==> config.mk <==
export PLATFORM = sky130hd
export DESIGN_NAME = itsb_irq_time_base
export DESIGN_NICKNAME = d
export VERILOG_FILES = /design/src/itsb_pkg.sv /design/src/itsb_irq_time_base.sv
export SDC_FILE = /design/constraint.sdc
export NUM_CORES = 1
export LEC_CHECK = 0
export BUFFER_PORTS_ARGS = -buffer_cell sky130_fd_sc_hd__buf_4
export CAP_MARGIN = 20
export CORE_ASPECT_RATIO = 0.75
export CORE_MARGIN = 2
export CORE_UTILIZATION = 56
export DETAILED_ROUTE_END_ITERATION = 7
export GPL_TIMING_DRIVEN = 1
export PLACE_DENSITY = 0.8
export SYNTH_ARGS = -nofsm -noshare
export SYNTH_HDL_FRONTEND = slang
export SYNTH_SLANG_ARGS = --single-unit
==> constraint.sdc <==
create_clock -name clk -period 5.2 [get_ports clk]
set_input_delay 0.78 -clock clk [delete_from_list [all_inputs] [get_ports clk]]
set_output_delay 0.78 -clock clk [all_outputs]
set_load 0.03 [all_outputs]
==> src/itsb_pkg.sv <==
package itsb_pkg;

  // ----------------------------------------------------------------
  // bus geometry and register offsets (byte addresses)
  // ----------------------------------------------------------------
  localparam int          ADDR_W       = 8;
  localparam int          DATA_W       = 32;
  localparam logic [7:0]  OFF_PSC      = 8'h00;
  localparam logic [7:0]  OFF_TB0      = 8'h04;
  localparam logic [7:0]  OFF_TB1      = 8'h08;
  localparam logic [7:0]  OFF_CTRL     = 8'h0C;
  localparam logic [7:0]  OFF_FLAGS    = 8'h10;
  localparam logic [7:0]  OFF_ENABLE   = 8'h14;
  localparam logic [7:0]  OFF_STATUS   = 8'h18;
  localparam logic [1:0]  RESP_OKAY    = 2'h0;
  localparam logic [1:0]  RESP_SLVERR  = 2'h2;

  // ----------------------------------------------------------------
  // field positions
  // ----------------------------------------------------------------
  localparam int          TB_RUN_BIT   = 7;
  localparam int          CTRL_GIE     = 0;
  localparam int          CTRL_EXT_LO  = 1;
  localparam int          CTRL_PROX_LO = 3;
  localparam int          CTRL_PROX_ON = 5;
  localparam int          CTRL_PULL    = 6;
  localparam int          STAT_VEC_LO  = 0;
  localparam int          STAT_IRQ     = 4;

  // ----------------------------------------------------------------
  // sources, in priority order (lowest index wins)
  // ----------------------------------------------------------------
  localparam int          NSRC         = 9;
  localparam int          SRC_EXT      = 0;
  localparam int          SRC_PROX     = 1;
  localparam int          SRC_CONV     = 2;
  localparam int          SRC_CMP_A    = 3;
  localparam int          SRC_CMP_P    = 4;
  localparam int          SRC_LV       = 5;
  localparam int          SRC_NVM      = 6;
  localparam int          SRC_TICK0    = 7;
  localparam int          SRC_TICK1    = 8;

  // ----------------------------------------------------------------
  // encodings, reset values and timing
  // ----------------------------------------------------------------
  localparam logic [1:0]  EDGE_OFF     = 2'h0;
  localparam logic [1:0]  EDGE_RISE    = 2'h1;
  localparam logic [1:0]  EDGE_FALL    = 2'h2;
  localparam logic [1:0]  EDGE_BOTH    = 2'h3;
  localparam logic [1:0]  PSC_SYS      = 2'h0;
  localparam logic [1:0]  PSC_DIV4     = 2'h1;
  localparam logic [1:0]  DIV4_LAST    = 2'h3;
  localparam int          TB_BASE_EXP  = 8;
  localparam int          TB_CNT_W     = 15;
  localparam logic [7:0]  RST_REG8     = 8'h00;
  localparam logic [8:0]  RST_SRC      = 9'h000;

endpackage

==> src/itsb_irq_time_base.sv <==
`timescale 1ns/100ps
`default_nettype none

// Behaviour
// - set the external flag on a pin transition matching the chosen edge
// - vector only with global and source enable set and stack not full
// - servicing clears the serviced flag and the global enable
// - external edge select: off, rising, falling or both
// - the pin pull-high choice stays in effect in interrupt use
// - proximity detection sets its flag on the edge chosen by a two-bit field
// - conversion done sets its flag; vectors only when enabled
// - compare A and compare P have separate flags, enables and vectors
// - a low-supply report sets the low-voltage flag
// - end of each data memory write sets the memory flag
// - each time base sets its own flag on divider overflow
// - prescaler clock: system clock, system clock over four, or low-speed clock
// - time base 0 runs while bit 7 is one; period 2^(8+n)
// - unimplemented prescaler and time-base control bits read zero
// - any flag rising wakes the device, enabled or not
// - a set flag stays until serviced or cleared by software
module itsb_irq_time_base (
  input  wire logic                        clk,
  input  wire logic                        rst,
  input  wire logic [itsb_pkg::ADDR_W-1:0] s_axi_awaddr,
  input  wire logic                        s_axi_awvalid,
  output logic                             s_axi_awready,
  input  wire logic [itsb_pkg::DATA_W-1:0] s_axi_wdata,
  input  wire logic [3:0]                  s_axi_wstrb,
  input  wire logic                        s_axi_wvalid,
  output logic                             s_axi_wready,
  output logic [1:0]                       s_axi_bresp,
  output logic                             s_axi_bvalid,
  input  wire logic                        s_axi_bready,
  input  wire logic [itsb_pkg::ADDR_W-1:0] s_axi_araddr,
  input  wire logic                        s_axi_arvalid,
  output logic                             s_axi_arready,
  output logic [itsb_pkg::DATA_W-1:0]      s_axi_rdata,
  output logic [1:0]                       s_axi_rresp,
  output logic                             s_axi_rvalid,
  input  wire logic                        s_axi_rready,
  input  wire logic                        ext_irq_pin,
  input  wire logic                        ext_pin_fn_sel,
  input  wire logic                        ext_port_input,
  input  wire logic                        prox_detect,
  input  wire logic                        conv_done,
  input  wire logic                        cmp_a_match,
  input  wire logic                        cmp_p_match,
  input  wire logic                        low_volt_det,
  input  wire logic                        nvm_write_done,
  input  wire logic                        sub_clk,
  input  wire logic                        stack_full,
  input  wire logic                        svc_ack,
  output logic                             irq,
  output logic [3:0]                       irq_vector,
  output logic                             wake,
  output logic                             ext_pull_enable
);
  import itsb_pkg::*;

  // ----------------------------------------------------------------
  // helpers
  // ----------------------------------------------------------------
  function automatic logic edge_hit(input logic [1:0] sel, input logic prev, input logic cur);
    logic rise;
    logic fall;
    rise = !prev && cur;
    fall = prev && !cur;
    unique case (sel)
      EDGE_RISE: edge_hit = rise;
      EDGE_FALL: edge_hit = fall;
      EDGE_BOTH: edge_hit = rise || fall;
      EDGE_OFF:  edge_hit = 1'b0;
    endcase
  endfunction

  // overflow when the low 8+n bits are all ones
  function automatic logic tb_wrap(input logic [TB_CNT_W-1:0] cnt, input logic [2:0] sel);
    logic [TB_CNT_W-1:0] m;
    m = TB_CNT_W'((32'd1 << (TB_BASE_EXP + int'(sel))) - 32'd1);
    tb_wrap = ((cnt & m) == m);
  endfunction

  function automatic logic [31:0] merge(input logic [31:0] old, input logic [31:0] d, input logic [3:0] be);
    logic [31:0] m;
    m = {{8{be[3]}}, {8{be[2]}}, {8{be[1]}}, {8{be[0]}}};
    merge = (old & ~m) | (d & m);
  endfunction

  // ----------------------------------------------------------------
  // registers and state
  // ----------------------------------------------------------------
  logic [1:0]          prescaler_src_sel;
  logic [7:0]          time_base_zero_control;
  logic [7:0]          time_base_one_control;
  logic                global_irq_enable;
  logic [1:0]          ext_edge_select;
  logic [1:0]          prox_edge_select;
  logic                prox_sense_on;
  logic                ext_pull_sel;
  logic [NSRC-1:0]     flags;
  logic [NSRC-1:0]     enables;
  logic [NSRC-1:0]     next_flags;
  logic [NSRC-1:0]     set_ev;
  logic [NSRC-1:0]     clr_ev;
  logic [NSRC-1:0]     pending;
  logic [NSRC-1:0]     svc_onehot;
  logic [3:0]          svc_index;
  logic                svc_take;
  logic [2:0]          ext_sync;
  logic [2:0]          prox_sync;
  logic [2:0]          lv_sync;
  logic [2:0]          sub_sync;
  logic                ext_hit;
  logic                prox_hit;
  logic [1:0]          div4_cnt;
  logic                psc_tick;
  logic [TB_CNT_W-1:0] tb0_cnt;
  logic [TB_CNT_W-1:0] tb1_cnt;
  logic                tb0_hit;
  logic                tb1_hit;
  logic                aw_got;
  logic                w_got;
  logic [ADDR_W-1:0]   aw_addr;
  logic [31:0]         w_data;
  logic [3:0]          w_strb;
  logic                do_write;
  logic [ADDR_W-1:0]   rd_addr;
  logic [31:0]         rd_word;
  logic                rd_hit;
  logic                wr_hit;

  // ----------------------------------------------------------------
  // input synchronisers; only stage 1 and 2 are read by logic
  // ----------------------------------------------------------------
  always_ff @(posedge clk or posedge rst) begin
    if (rst) begin
      ext_sync  <= 3'h0;
      prox_sync <= 3'h0;
      lv_sync   <= 3'h0;
      sub_sync  <= 3'h0;
    end else begin
      ext_sync  <= {ext_sync[1:0], ext_irq_pin};
      prox_sync <= {prox_sync[1:0], prox_detect};
      lv_sync   <= {lv_sync[1:0], low_volt_det};
      sub_sync  <= {sub_sync[1:0], sub_clk};
    end
  end

  // the pin is only an interrupt input once routed and set as input
  assign ext_hit  = ext_pin_fn_sel && ext_port_input &&
                    edge_hit(ext_edge_select, ext_sync[2], ext_sync[1]);
  assign prox_hit = prox_sense_on && edge_hit(prox_edge_select, prox_sync[2], prox_sync[1]);

  // ----------------------------------------------------------------
  // prescaler and time bases
  // ----------------------------------------------------------------
  always_ff @(posedge clk or posedge rst) begin
    if (rst) begin
      div4_cnt <= 2'h0;
    end else begin
      div4_cnt <= div4_cnt + 2'h1;
    end
  end

  // low-speed clock is counted on its synchronised rising edge
  always_comb begin
    unique case (prescaler_src_sel)
      PSC_SYS:  psc_tick = 1'b1;
      PSC_DIV4: psc_tick = (div4_cnt == DIV4_LAST);
      default:  psc_tick = sub_sync[1] && !sub_sync[2];
    endcase
  end

  assign tb0_hit = time_base_zero_control[TB_RUN_BIT] && psc_tick && tb_wrap(tb0_cnt, time_base_zero_control[2:0]);
  assign tb1_hit = time_base_one_control[TB_RUN_BIT] && psc_tick && tb_wrap(tb1_cnt, time_base_one_control[2:0]);

  always_ff @(posedge clk or posedge rst) begin
    if (rst) begin
      tb0_cnt <= '0;
      tb1_cnt <= '0;
    end else begin
      if (!time_base_zero_control[TB_RUN_BIT]) begin
        tb0_cnt <= '0;
      end else if (psc_tick) begin
        tb0_cnt <= tb0_cnt + TB_CNT_W'(1);
      end
      if (!time_base_one_control[TB_RUN_BIT]) begin
        tb1_cnt <= '0;
      end else if (psc_tick) begin
        tb1_cnt <= tb1_cnt + TB_CNT_W'(1);
      end
    end
  end

  // ----------------------------------------------------------------
  // request flags; a set in the clearing cycle wins
  // ----------------------------------------------------------------
  always_comb begin
    set_ev             = '0;
    set_ev[SRC_EXT]    = ext_hit;
    set_ev[SRC_PROX]   = prox_hit;
    set_ev[SRC_CONV]   = conv_done;
    set_ev[SRC_CMP_A]  = cmp_a_match;
    set_ev[SRC_CMP_P]  = cmp_p_match;
    set_ev[SRC_LV]     = lv_sync[1] && !lv_sync[2];
    set_ev[SRC_NVM]    = nvm_write_done;
    set_ev[SRC_TICK0]  = tb0_hit;
    set_ev[SRC_TICK1]  = tb1_hit;
    clr_ev = svc_onehot;
    if (do_write && aw_addr == OFF_FLAGS) begin
      clr_ev = clr_ev | NSRC'(merge(32'h0, w_data, w_strb));
    end
    next_flags = (flags & ~clr_ev) | set_ev;
  end

  always_ff @(posedge clk or posedge rst) begin
    if (rst) begin
      flags <= RST_SRC;
      wake  <= 1'b0;
    end else begin
      flags <= next_flags;
      wake  <= |(next_flags & ~flags);
    end
  end

  // ----------------------------------------------------------------
  // arbitration and service
  // ----------------------------------------------------------------
  assign pending  = flags & enables;
  assign svc_take = svc_ack && irq && global_irq_enable && !stack_full;

  // fixed priority: lowest source index first, the rest stay pending
  always_comb begin
    svc_onehot = '0;
    svc_index  = 4'hF;
    for (int i = NSRC - 1; i >= 0; i--) begin
      if (pending[i]) begin
        svc_index = 4'(i);
      end
    end
    if (svc_take && svc_index != 4'hF) begin
      svc_onehot[svc_index] = 1'b1;
    end
  end

  always_ff @(posedge clk or posedge rst) begin
    if (rst) begin
      irq        <= 1'b0;
      irq_vector <= 4'h0;
    end else begin
      irq <= global_irq_enable && !stack_full && (|pending) && !svc_take;
      if (svc_take) begin
        irq_vector <= svc_index;
      end
    end
  end

  // ----------------------------------------------------------------
  // register file
  // ----------------------------------------------------------------
  assign do_write = aw_got && w_got && !s_axi_bvalid;
  assign wr_hit   = aw_addr inside {OFF_PSC, OFF_TB0, OFF_TB1, OFF_CTRL, OFF_FLAGS, OFF_ENABLE, OFF_STATUS};
  assign rd_hit   = s_axi_araddr inside {OFF_PSC, OFF_TB0, OFF_TB1, OFF_CTRL, OFF_FLAGS, OFF_ENABLE, OFF_STATUS};

  always_ff @(posedge clk or posedge rst) begin
    if (rst) begin
      prescaler_src_sel      <= 2'h0;
      time_base_zero_control <= RST_REG8;
      time_base_one_control  <= RST_REG8;
      ext_edge_select        <= EDGE_OFF;
      prox_edge_select       <= EDGE_OFF;
      prox_sense_on          <= 1'b0;
      ext_pull_sel           <= 1'b0;
      enables                <= RST_SRC;
    end else if (do_write) begin
      unique case (aw_addr)
        OFF_PSC:    prescaler_src_sel      <= 2'(merge(32'(prescaler_src_sel), w_data, w_strb));
        OFF_TB0:    time_base_zero_control <= 8'(merge(32'(time_base_zero_control), w_data, w_strb)) & 8'h87;
        OFF_TB1:    time_base_one_control  <= 8'(merge(32'(time_base_one_control), w_data, w_strb)) & 8'h87;
        OFF_CTRL: begin
          if (w_strb[0]) begin
            ext_edge_select  <= w_data[CTRL_EXT_LO +: 2];
            prox_edge_select <= w_data[CTRL_PROX_LO +: 2];
            prox_sense_on    <= w_data[CTRL_PROX_ON];
            ext_pull_sel     <= w_data[CTRL_PULL];
          end
        end
        OFF_ENABLE: enables <= NSRC'(merge(32'(enables), w_data, w_strb));
        default: ;
      endcase
    end
  end

  // service clears the global enable even against a write in the same cycle
  always_ff @(posedge clk or posedge rst) begin
    if (rst) begin
      global_irq_enable <= 1'b0;
    end else if (svc_take) begin
      global_irq_enable <= 1'b0;
    end else if (do_write && aw_addr == OFF_CTRL && w_strb[0]) begin
      global_irq_enable <= w_data[CTRL_GIE];
    end
  end

  // pull-high follows its select whatever the pin is used for
  always_ff @(posedge clk or posedge rst) begin
    if (rst) begin
      ext_pull_enable <= 1'b0;
    end else begin
      ext_pull_enable <= ext_pull_sel;
    end
  end

  always_comb begin
    rd_word = 32'h0;
    unique case (s_axi_araddr)
      OFF_PSC:    rd_word[1:0] = prescaler_src_sel;
      OFF_TB0:    rd_word[7:0] = time_base_zero_control;
      OFF_TB1:    rd_word[7:0] = time_base_one_control;
      OFF_CTRL:   rd_word[6:0] = {ext_pull_sel, prox_sense_on, prox_edge_select, ext_edge_select, global_irq_enable};
      OFF_FLAGS:  rd_word[NSRC-1:0] = flags;
      OFF_ENABLE: rd_word[NSRC-1:0] = enables;
      OFF_STATUS: rd_word[STAT_IRQ:STAT_VEC_LO] = {irq, irq_vector};
      default:    rd_word = 32'h0;
    endcase
  end

  // ----------------------------------------------------------------
  // axi4-lite write and read channels
  // ----------------------------------------------------------------
  always_ff @(posedge clk or posedge rst) begin
    if (rst) begin
      s_axi_awready <= 1'b0;
      s_axi_wready  <= 1'b0;
      aw_got        <= 1'b0;
      w_got         <= 1'b0;
      aw_addr       <= '0;
      w_data        <= 32'h0;
      w_strb        <= 4'h0;
      s_axi_bvalid  <= 1'b0;
      s_axi_bresp   <= RESP_OKAY;
    end else begin
      if (s_axi_awvalid && s_axi_awready) begin
        s_axi_awready <= 1'b0;
        aw_got        <= 1'b1;
        aw_addr       <= s_axi_awaddr;
      end else if (!aw_got && !s_axi_bvalid) begin
        s_axi_awready <= 1'b1;
      end
      if (s_axi_wvalid && s_axi_wready) begin
        s_axi_wready <= 1'b0;
        w_got        <= 1'b1;
        w_data       <= s_axi_wdata;
        w_strb       <= s_axi_wstrb;
      end else if (!w_got && !s_axi_bvalid) begin
        s_axi_wready <= 1'b1;
      end
      if (do_write) begin
        aw_got       <= 1'b0;
        w_got        <= 1'b0;
        s_axi_bvalid <= 1'b1;
        s_axi_bresp  <= wr_hit ? RESP_OKAY : RESP_SLVERR;
      end else if (s_axi_bvalid && s_axi_bready) begin
        s_axi_bvalid <= 1'b0;
      end
    end
  end

  always_ff @(posedge clk or posedge rst) begin
    if (rst) begin
      s_axi_arready <= 1'b0;
      s_axi_rvalid  <= 1'b0;
      s_axi_rdata   <= 32'h0;
      s_axi_rresp   <= RESP_OKAY;
      rd_addr       <= '0;
    end else if (s_axi_arvalid && s_axi_arready) begin
      s_axi_arready <= 1'b0;
      s_axi_rvalid  <= 1'b1;
      s_axi_rdata   <= rd_word;
      s_axi_rresp   <= rd_hit ? RESP_OKAY : RESP_SLVERR;
      rd_addr       <= s_axi_araddr;
    end else if (s_axi_rvalid && s_axi_rready) begin
      s_axi_rvalid <= 1'b0;
    end else if (!s_axi_rvalid) begin
      s_axi_arready <= 1'b1;
    end
  end
endmodule

`default_nettype wire

# --- Word level (Yosys, flattened, before mapping) ---
# Cells that the tools add are included.
classes:
  add_sub_neg: 7
  order_cmp: 2
  eq_ne: 27
  shifts: 2
  n_mux: 44
  n_bitwise: 19
  reduce_logical: 68
op_table:
  columns: ["cell", "count"]
  rows:
  - ["two-way mux 15 bit", 4]
  - ["== test 8 x 5 -> 1 bit, second input constant", 6]
  - ["AND 9 bit", 5]
  - ["logical AND 1 bit", 33]
  - ["== test 8 x 4 -> 1 bit, second input constant", 4]
  - ["two-way mux 4 bit", 8]
  - ["adder 15 x 1 -> 15 bit, second input constant", 2]
  - ["AND 15 bit", 2]
  - ["== test 15 bit", 2]
  - ["<< shifter 1 x 5 -> 15 bit, first input constant", 2]
  - ["subtractor 15 x 1 -> 15 bit, second input constant", 2]
  - ["NOT 9 bit", 3]
  - ["OR 9 bit", 3]
  - ["two-way mux 1 bit", 18]
  - ["two-way mux 9 bit", 2]
  - ["case mux 3 bit (6 select lines)", 1]
  - ["OR reduction 9 bit", 2]
  - ["AND 8 bit", 2]
  - ["== test 8 x 3 -> 1 bit, second input constant", 2]
  - ["zero test 8 bit", 2]
  - ["OR 8 bit", 2]
  - ["case mux 2 bit (7 select lines)", 1]
  - ["nonzero test 2 bit", 7]
  - ["nonzero test 7 bit", 2]
  - ["other kinds (22)", 52]
word_totals:
  reg_bits: 125
  input_bits: 71
  wordCells: 203

# --- Logic depth before layout (Yosys ltp) ---
# Gate-level depths: netlist of run 1.
logic_depth:
  word_depth: 22
  ltp_mapped: 9
  ltp_nobuf: 8

# --- Worst setup path after synthesis of run 1 ---
# OpenSTA, ideal clock, no wires.
synth_path:
  path_kind: "input -> register"
  startpoint: "input port s_axi_araddr[4] in the netlist's numbering"
  endpoint: "register s_axi_rdata[1] in the netlist's numbering"
  setup_ns: 0.124
  arrival_ns: 1.937
  required_ns: 5.076
  path_slack_ns: 3.139
  stages: 6
  path_cell_list: "clkbuf_1 -> clkbuf_1 -> clkbuf_1 -> nor3_1 -> a32oi_1 -> nand2_1"
synth_between:
  elab_chain_len: 2
synth_rtl:
  columns: ["item", "line", "source"]
  rows:
  - ["from (decl)", "itsb_irq_time_base.sv:34", "input wire logic [itsb_pkg::ADDR_W-1:0] s_axi_araddr,"]
  - ["== test 8 x 5 -> 1 bit (tied with other cells)", "itsb_irq_time_base.sv:316", "unique case (s_axi_araddr)"]
  - ["case mux 2 bit (7 select lines) (*)", "itsb_irq_time_base.sv:316", null]
  - ["to (signal assigned)", "itsb_irq_time_base.sv:379", "s_axi_rdata <= rd_word;"]
  - ["to (decl)", "itsb_irq_time_base.sv:37", "output logic [itsb_pkg::DATA_W-1:0] s_axi_rdata,"]
# Every way passes the cells marked *; elsewhere a longest branch is shown, timed or not.
# A chain may end at the register's enable or synchronous reset.

# --- Worst setup path in the final report of run 1 ---
layout_path:
  startpoint: "register aw_addr[1]"
  endpoint: "register ext_pull_sel"
layout_between:
  elab_chain_len: 2
layout_rtl:
  columns: ["item", "line", "source"]
  rows:
  - ["from (decl)", "itsb_irq_time_base.sv:123", "logic [ADDR_W-1:0] aw_addr;"]
  - ["from (signal assigned)", "itsb_irq_time_base.sv:346", "aw_addr <= s_axi_awaddr;"]
  - ["== test 8 x 4 -> 1 bit", "itsb_irq_time_base.sv:276", "unique case (aw_addr)"]
  - ["AND reduction 3 bit (no line)", null, null]
  - ["to (signal assigned)", "itsb_irq_time_base.sv:285", "ext_pull_sel <= w_data[CTRL_PULL];"]
  - ["to (decl)", "itsb_irq_time_base.sv:99", "logic ext_pull_sel;"]
# Every way passes these cells.

==> results.yml, run 1 <==
sta:
  rsz0062_at_grt: "false"
  timing.final.ws_setup_ns: 2.92
  worstMarginPinSlew_ns: 0.810
  period_needed_ns: 2.28
  slew_viol_final: 0
  relSlewSlack: 0.455
  setup_viol: 0
  whs_ns: 0.259
  hold_viol: 0
  finClkSkew_ns: 0.00926
  fin_crit_sh: 0.439
  tns_ns: 0
  fmax_mhz: 438
floorplan:
  core_um2: 10900
  start_util: 0.576
  dieArea_um2: 12100
  rows: 33
  num_io_pins: 119
  die_y_um: 95.8
  die_x_um: 126
power_and_ir_drop:
  powerDensity_nw_per_um2: 407
  ir_drop_uv: 293
  p_leak_nw: 3.41
  p_total_mw: 3.00
yosys:
  synth-xor-area-share: 0.0389
  synth_adder_area_share: 0.0179
  synth-edff-count: 0
  yosys_warnings: 0
  synth_top_family_by_area: "simple AND/OR/NAND/NOR gates"
  ys_ff_latch: 123
  synthTopCellsByCount: "123 x dfrtp_1, 46 x mux2_2, 45 x nand2_1, 32 x and2_1, 29 x buf_4"
  yosysSeqAreaShare: 0.489
  netlist_area_um2: 6300
  synth_ff_type: "dfrtp_1"
  yosys.cell_types.count: 71
  synthMuxAreaShare: 0.104
  yosysMostFrequentCell: "dfrtp_1"
  synth_compound_area_frac: 0.124
  synth_area_leaders: "dfrtp_1 49%, mux2_2 8.2%, buf_4 3.5%"
  async_flop_share: 1.00
  syn_avg_cell_area_um2: 10.8
  yosys.area_share.simple: 0.164
  syn_inst: 583
  synth_area_leader_cell: "dfrtp_1"
  synth_top_area_frac: 0.489
drt:
  wirelength_mm: 14.2
  num_vias: 4642
  routedWlPerCell_um: 17.6
  top_layer: "met4"
  drc: 0
  ant_nets: 0
  dr_wl_met3_mm: 1.20
  wl_met1_mm: 6.44
  dr_wl_met2_mm: 6.32
  drt-initial-drc-count: 444
  vias_per_cell: 5.77
  dr.pass1.iters: 4
critical_path:
  timing.rr.start: "aw_addr[1]"
  crit_path_end_kind: "flip-flop"
  critPathArrivalTime_ns: 2.58
  max_stage_delay_ns: 0.58
  r2r_setup_slack_ns: 2.92
  crit_fanout: 8
  critPathRequiredTime_ns: 5.50
  r2r_cells: 4
  crit_chain: "or4_4 -> nor4_4 -> and3_1 -> mux2_2"
  worstSetupPathType: "reg -> reg"
  r2r_end: "ext_pull_sel"
  worstSetupStartpointType: "flip-flop"
  crit_slowest_cell: "or4_4"
global_routing:
  grt_overflow: 0
  grt_max_degree: 82
  grtUsageTotal: 0.246
  grt_pass1_wl_mm: 23.0
  antenna_found_initial: 0
  grt_pass1_vias: 4526
clock_network:
  worst_skew_pair.late_latency_ns: 0.41
  clock_sink_count: 123
  clockRootBuffer: "clkbuf_16"
  clk_transition_reported_paths_ns: 0.05
  post_cts.repair.setup_buffers: 0
  cts_tree: "built"
  numCtsBuffers: 17
  htree_levels: 4
  cts_hold_buf: 0
  clock_path_buffers: 2
  ctsResizeCount: 0
outcome:
  status: "finished, final reports clean"
finish:
  layout.cells.non_filler: 804
  syn_to_final_growth_pct: 17.0
  design_area_um2: 7370
  antenna_cells: 0
  drive_above_1_share: 0.245
  finish.utilization: 0.673
  n_fill_cell: 842
  fin_nets: 731
place:
  place_inst: 771
  gp_congestion: 0.956
  postPlaceCellArea_um2: 6800
  io_buffer_count: 68
  pre_cts_ws_ns: 2.70
  hpwl_mm: 10.0
job:
  drv_cap: 0
worst_hold_path:
  hold_path_class: "in -> async"
==> final cells by class <==
cell class	count	area [µm²]	area share
Timing Repair Buffer	70	546	0.0740
Clock buffer	21	470	0.0639
Tap cell	140	175	0.0238
Clock inverter	11	71.3	0.00968
Sequential cell	123	3080	0.418
Multi-Input combinational cell	413	2930	0.397
Inverter	26	100	0.0136
==> layout by cell type, fill, tap and decap left out, drive strengths merged, types with 11 or more instances in the layout <==
master | netlist | final
mux2 | 46 | 46
xnor2 | 19 | 19
nand2 | 46 | 46
a21oi | 19 | 19
nand3 | 17 | 17
nor2 | 16 | 16
dfrtp | 123 | 123
clkbuf | 11 | 21
o21ai | 25 | 25
and2 | 32 | 32
conb | 1 | 25
nand4 | 11 | 11
inv | 26 | 26
mux2i | 14 | 14
buf | 34 | 70
==> logic make-up (layout without fill, tap and decap cells) <==
kind of cell    Yosys count  count (layout)
mux                      60              60
buf+inv                  71             128
simple gates            181             181
flops                   123             123
xor+xnor                 28              28
fa+ha+maj                 9               9
compound gates          110             110
other cells               1              25
==> critical path, delay by kind of cell (launching register included) <==
family	cells	cell delay [ns]
flip-flops	1	0.38
AND/OR/NAND/NOR	3	1.39
multiplexers	1	0.39
==> how the worst max path moves through the flow <==
stage	cells after the start	from	slack [ns]	end
after CTS	4	aw_addr[1]	2.91	ext_pull_sel
final	4	aw_addr[1]	2.92	ext_pull_sel
after global routing	4	aw_addr[1]	2.82	ext_pull_sel
after detailed placement	6	s_axi_araddr[5]	2.70	s_axi_rdata[4]
after global placement	6	s_axi_araddr[5]	2.79	s_axi_rdata[4]
after floorplan	1	rst	1.15	async pin
==> power by group <==
part           switching (mW)  internal [mW]
logic                   0.329          0.275
clock network           0.423          0.641
registers               0.213           1.11
total                   0.965           2.03
==> metal layers <==
metal | global-route usage | up-vias
met5 | 0 | -
met4 | 0.0971 | 0
met3 | 0.0700 | 21
met2 | 0.368 | 174
met1 | 0.343 | 2275
li1 | - | 2172
(Power assumes the default switching activity.)
==> inputs of run 2 (changes only) <==
--- a/config.mk
+++ b/config.mk
@@ -9,10 +9,10 @@
 export CAP_MARGIN = 20
 export CORE_ASPECT_RATIO = 0.75
 export CORE_MARGIN = 2
-export CORE_UTILIZATION = 56
+export CORE_UTILIZATION = 50
 export DETAILED_ROUTE_END_ITERATION = 7
 export GPL_TIMING_DRIVEN = 1
-export PLACE_DENSITY = 0.8
+export PLACE_DENSITY = 0.76
 export SYNTH_ARGS = -nofsm -noshare
 export SYNTH_HDL_FRONTEND = slang
 export SYNTH_SLANG_ARGS = --single-unit
==> constraint.sdc (replaced) <==
create_clock -name clk -period 2 [get_ports clk]
set_input_delay 0.3 -clock clk [delete_from_list [all_inputs] [get_ports clk]]
set_output_delay 0.3 -clock clk [all_outputs]
set_load 0.03 [all_outputs]
==> results.yml, run 2 (same netlist as run 1, synthesis figures left out) <==
finish:
  layout.cells.non_filler: 869
  syn_to_final_growth_pct: 25.4
  antenna_cells: 0
  final_common_cell: "dfrtp_1"
  fin_nets: 770
  finish.utilization: 0.642
  final_cell_mix: "123 x dfrtp_1, 100 x buf_4, 43 x nand2_1, 41 x mux2_2, 32 x and2_1"
  drive_above_1_share: 0.300
  n_fill_cell: 960
sta:
  fin_crit_sh: 0.995
  timing.final.ws_setup_ns: 0.0100
  worstMarginPinSlew_ns: 0.667
  setup_viol: 0
  period_needed_ns: 1.99
  slew_viol_final: 0
  relSlewSlack: 0.555
  hold_viol: 0
  rsz0062_at_grt: "true"
  finClkSkew_ns: 0.00852
  fmax_mhz: 503
drt:
  routedWlPerCell_um: 17.1
  dr_wl_met2_mm: 6.70
  wirelength_mm: 14.9
  vias_per_cell: 5.56
  dr.pass1.iters: 7
  num_vias: 4829
  top_layer: "met4"
  drc: 0
  drt-initial-drc-count: 444
  ant_nets: 0
  wl_met1_mm: 6.90
  dr_wl_met3_mm: 1.14
place:
  gp_congestion: 0.951
  hpwl_mm: 10.4
  pre_cts_ws_ns: -0.0269
  place_inst: 828
  io_buffer_count: 68
clock_network:
  worst_skew_pair.late_latency_ns: 0.42
  clock_path_buffers: 2
  clk_transition_reported_paths_ns: 0.06
  htree_levels: 4
  numCtsBuffers: 17
  clock_sink_count: 123
  cts_tree: "built"
  clockRootBuffer: "clkbuf_16"
power_and_ir_drop:
  switching_share: 0.320
  power_frac_seq: 0.408
  ir_drop_uv: 778
  powerDensity_nw_per_um2: 1060
  p_leak_nw: 3.69
  power.internal_mw: 5.71
  switchingPower_mw: 2.68
  pwr-share-clk: 0.380
  pwr-share-comb: 0.212
job:
  drv_cap: 0
critical_path:
  critPathArrivalTime_ns: 2.32
  r2r_setup_slack_ns: 0.01
  worstSetupPathType: "reg -> reg"
  worstSetupStartpointType: "flip-flop"
  crit_fanout: 4
  crit_path_end_kind: "flip-flop"
  critPathRequiredTime_ns: 2.33
worst_hold_path:
  hold_path_class: "in -> reg"
floorplan:
  die_y_um: 101
  core_um2: 12300
  rows: 35
  dieArea_um2: 13500
  start_util: 0.512
  num_io_pins: 119
  die_x_um: 134
global_routing:
  antenna_found_initial: 0
  grt_pass1_vias: 4626
  grt_overflow: 0
  grtUsageTotal: 0.230
  grt_pass1_wl_mm: 24.0
  grt_max_degree: 120
outcome:
  status: "finished, final reports clean"
==> run 2: cell types whose count changed in the layout (fill, tap and decap cells not counted), moves of 4 or more <==
| cell | delta |
|---|---|
| mux2_4 | +5 |
| clkinv_2 | -4 |
| dlygate4sd3_1 | +5 |
| inv_6 | +4 |
| buf_4 | +31 |
| mux2_2 | -5 |
| clkinv_4 | +5 |
==> run 2: final cells by class <==
| class | count | area (µm²) | share of cell area |
|---|---|---|---|
| inverters | 26 | 101 | 0.0128 |
| clock buffers | 17 | 425 | 0.0539 |
| flip-flops and latches | 123 | 3080 | 0.390 |
| clock inverters | 15 | 190 | 0.0241 |
| well taps | 166 | 208 | 0.0263 |
| repair buffers | 109 | 863 | 0.109 |
| multi-input cells | 413 | 3030 | 0.384 |
==> run 2: final timing paths <==
kind | startpoint | to | cells after the start
setup / recovery | flip-flop | wake | 6
hold / removal | s_axi_bready | s_axi_bvalid | 2
setup reg to reg | flip-flop | wake | 6
hold reg to reg | ext_sync[0] | ext_sync[1] | 0
max in group asynchronous | rst | tb0_cnt[14] | 4
min in group asynchronous | rst | aw_addr[6] | 3
==> run 2: through the flow <==
step | TNS (ns) | hold slack [ns] | power, mW | area (µm²)
floorplan | 0 | 0.331 | 4.46 | 6390
global placement | 0 | 0.206 | 5.06 | 7090
detailed placement | -0.159 | 0.208 | 5.13 | 7090
CTS | 0 | 0.0630 | 8.38 | 7790
global route | -0.586 | 0.0600 | 8.76 | 7900
finish | 0 | 0.0642 | 8.39 | 7900
==> run 2: what timing repair did <==
action | in CTS | in global routing
endpoints found under the setup margin | 11 | 30
gates resized for setup | 5 | 20
pin swaps | 3 | 14
setup buffers | 1 | 3
hold endpoints to repair | 8 | 0
hold buffers | 5 | 0
==> run 2: critical path, stage by stage (launching register included) <==
cell and delay [ns]:
dfrtp_1 0.40, or3b_2 0.46, ha_1 0.24, mux2_2 0.27
a21oi_1 0.18, o2111ai_2 0.17, o211ai_1 0.19
==> run 2: power groups by stage <==
| stage | clock, mW | sequential [mW] | combinational (mW) |
|---|---|---|---|
| finish | 3.19 | 3.42 | 1.78 |
| global route | 3.34 | 3.47 | 1.94 |
| CTS | 3.23 | 3.39 | 1.76 |
| detailed placement | 0 | 3.42 | 1.71 |
| global placement | 0 | 3.40 | 1.67 |
| floorplan | 0 | 3.42 | 1.04 |
==> run 2: layer usage <==
layer / global-route usage / up-vias
met5: 0 / -
met4: 0.0646 / 0
met3: 0.0501 / 14
met2: 0.352 / 181
met1: 0.336 / 2365
li1: - / 2269
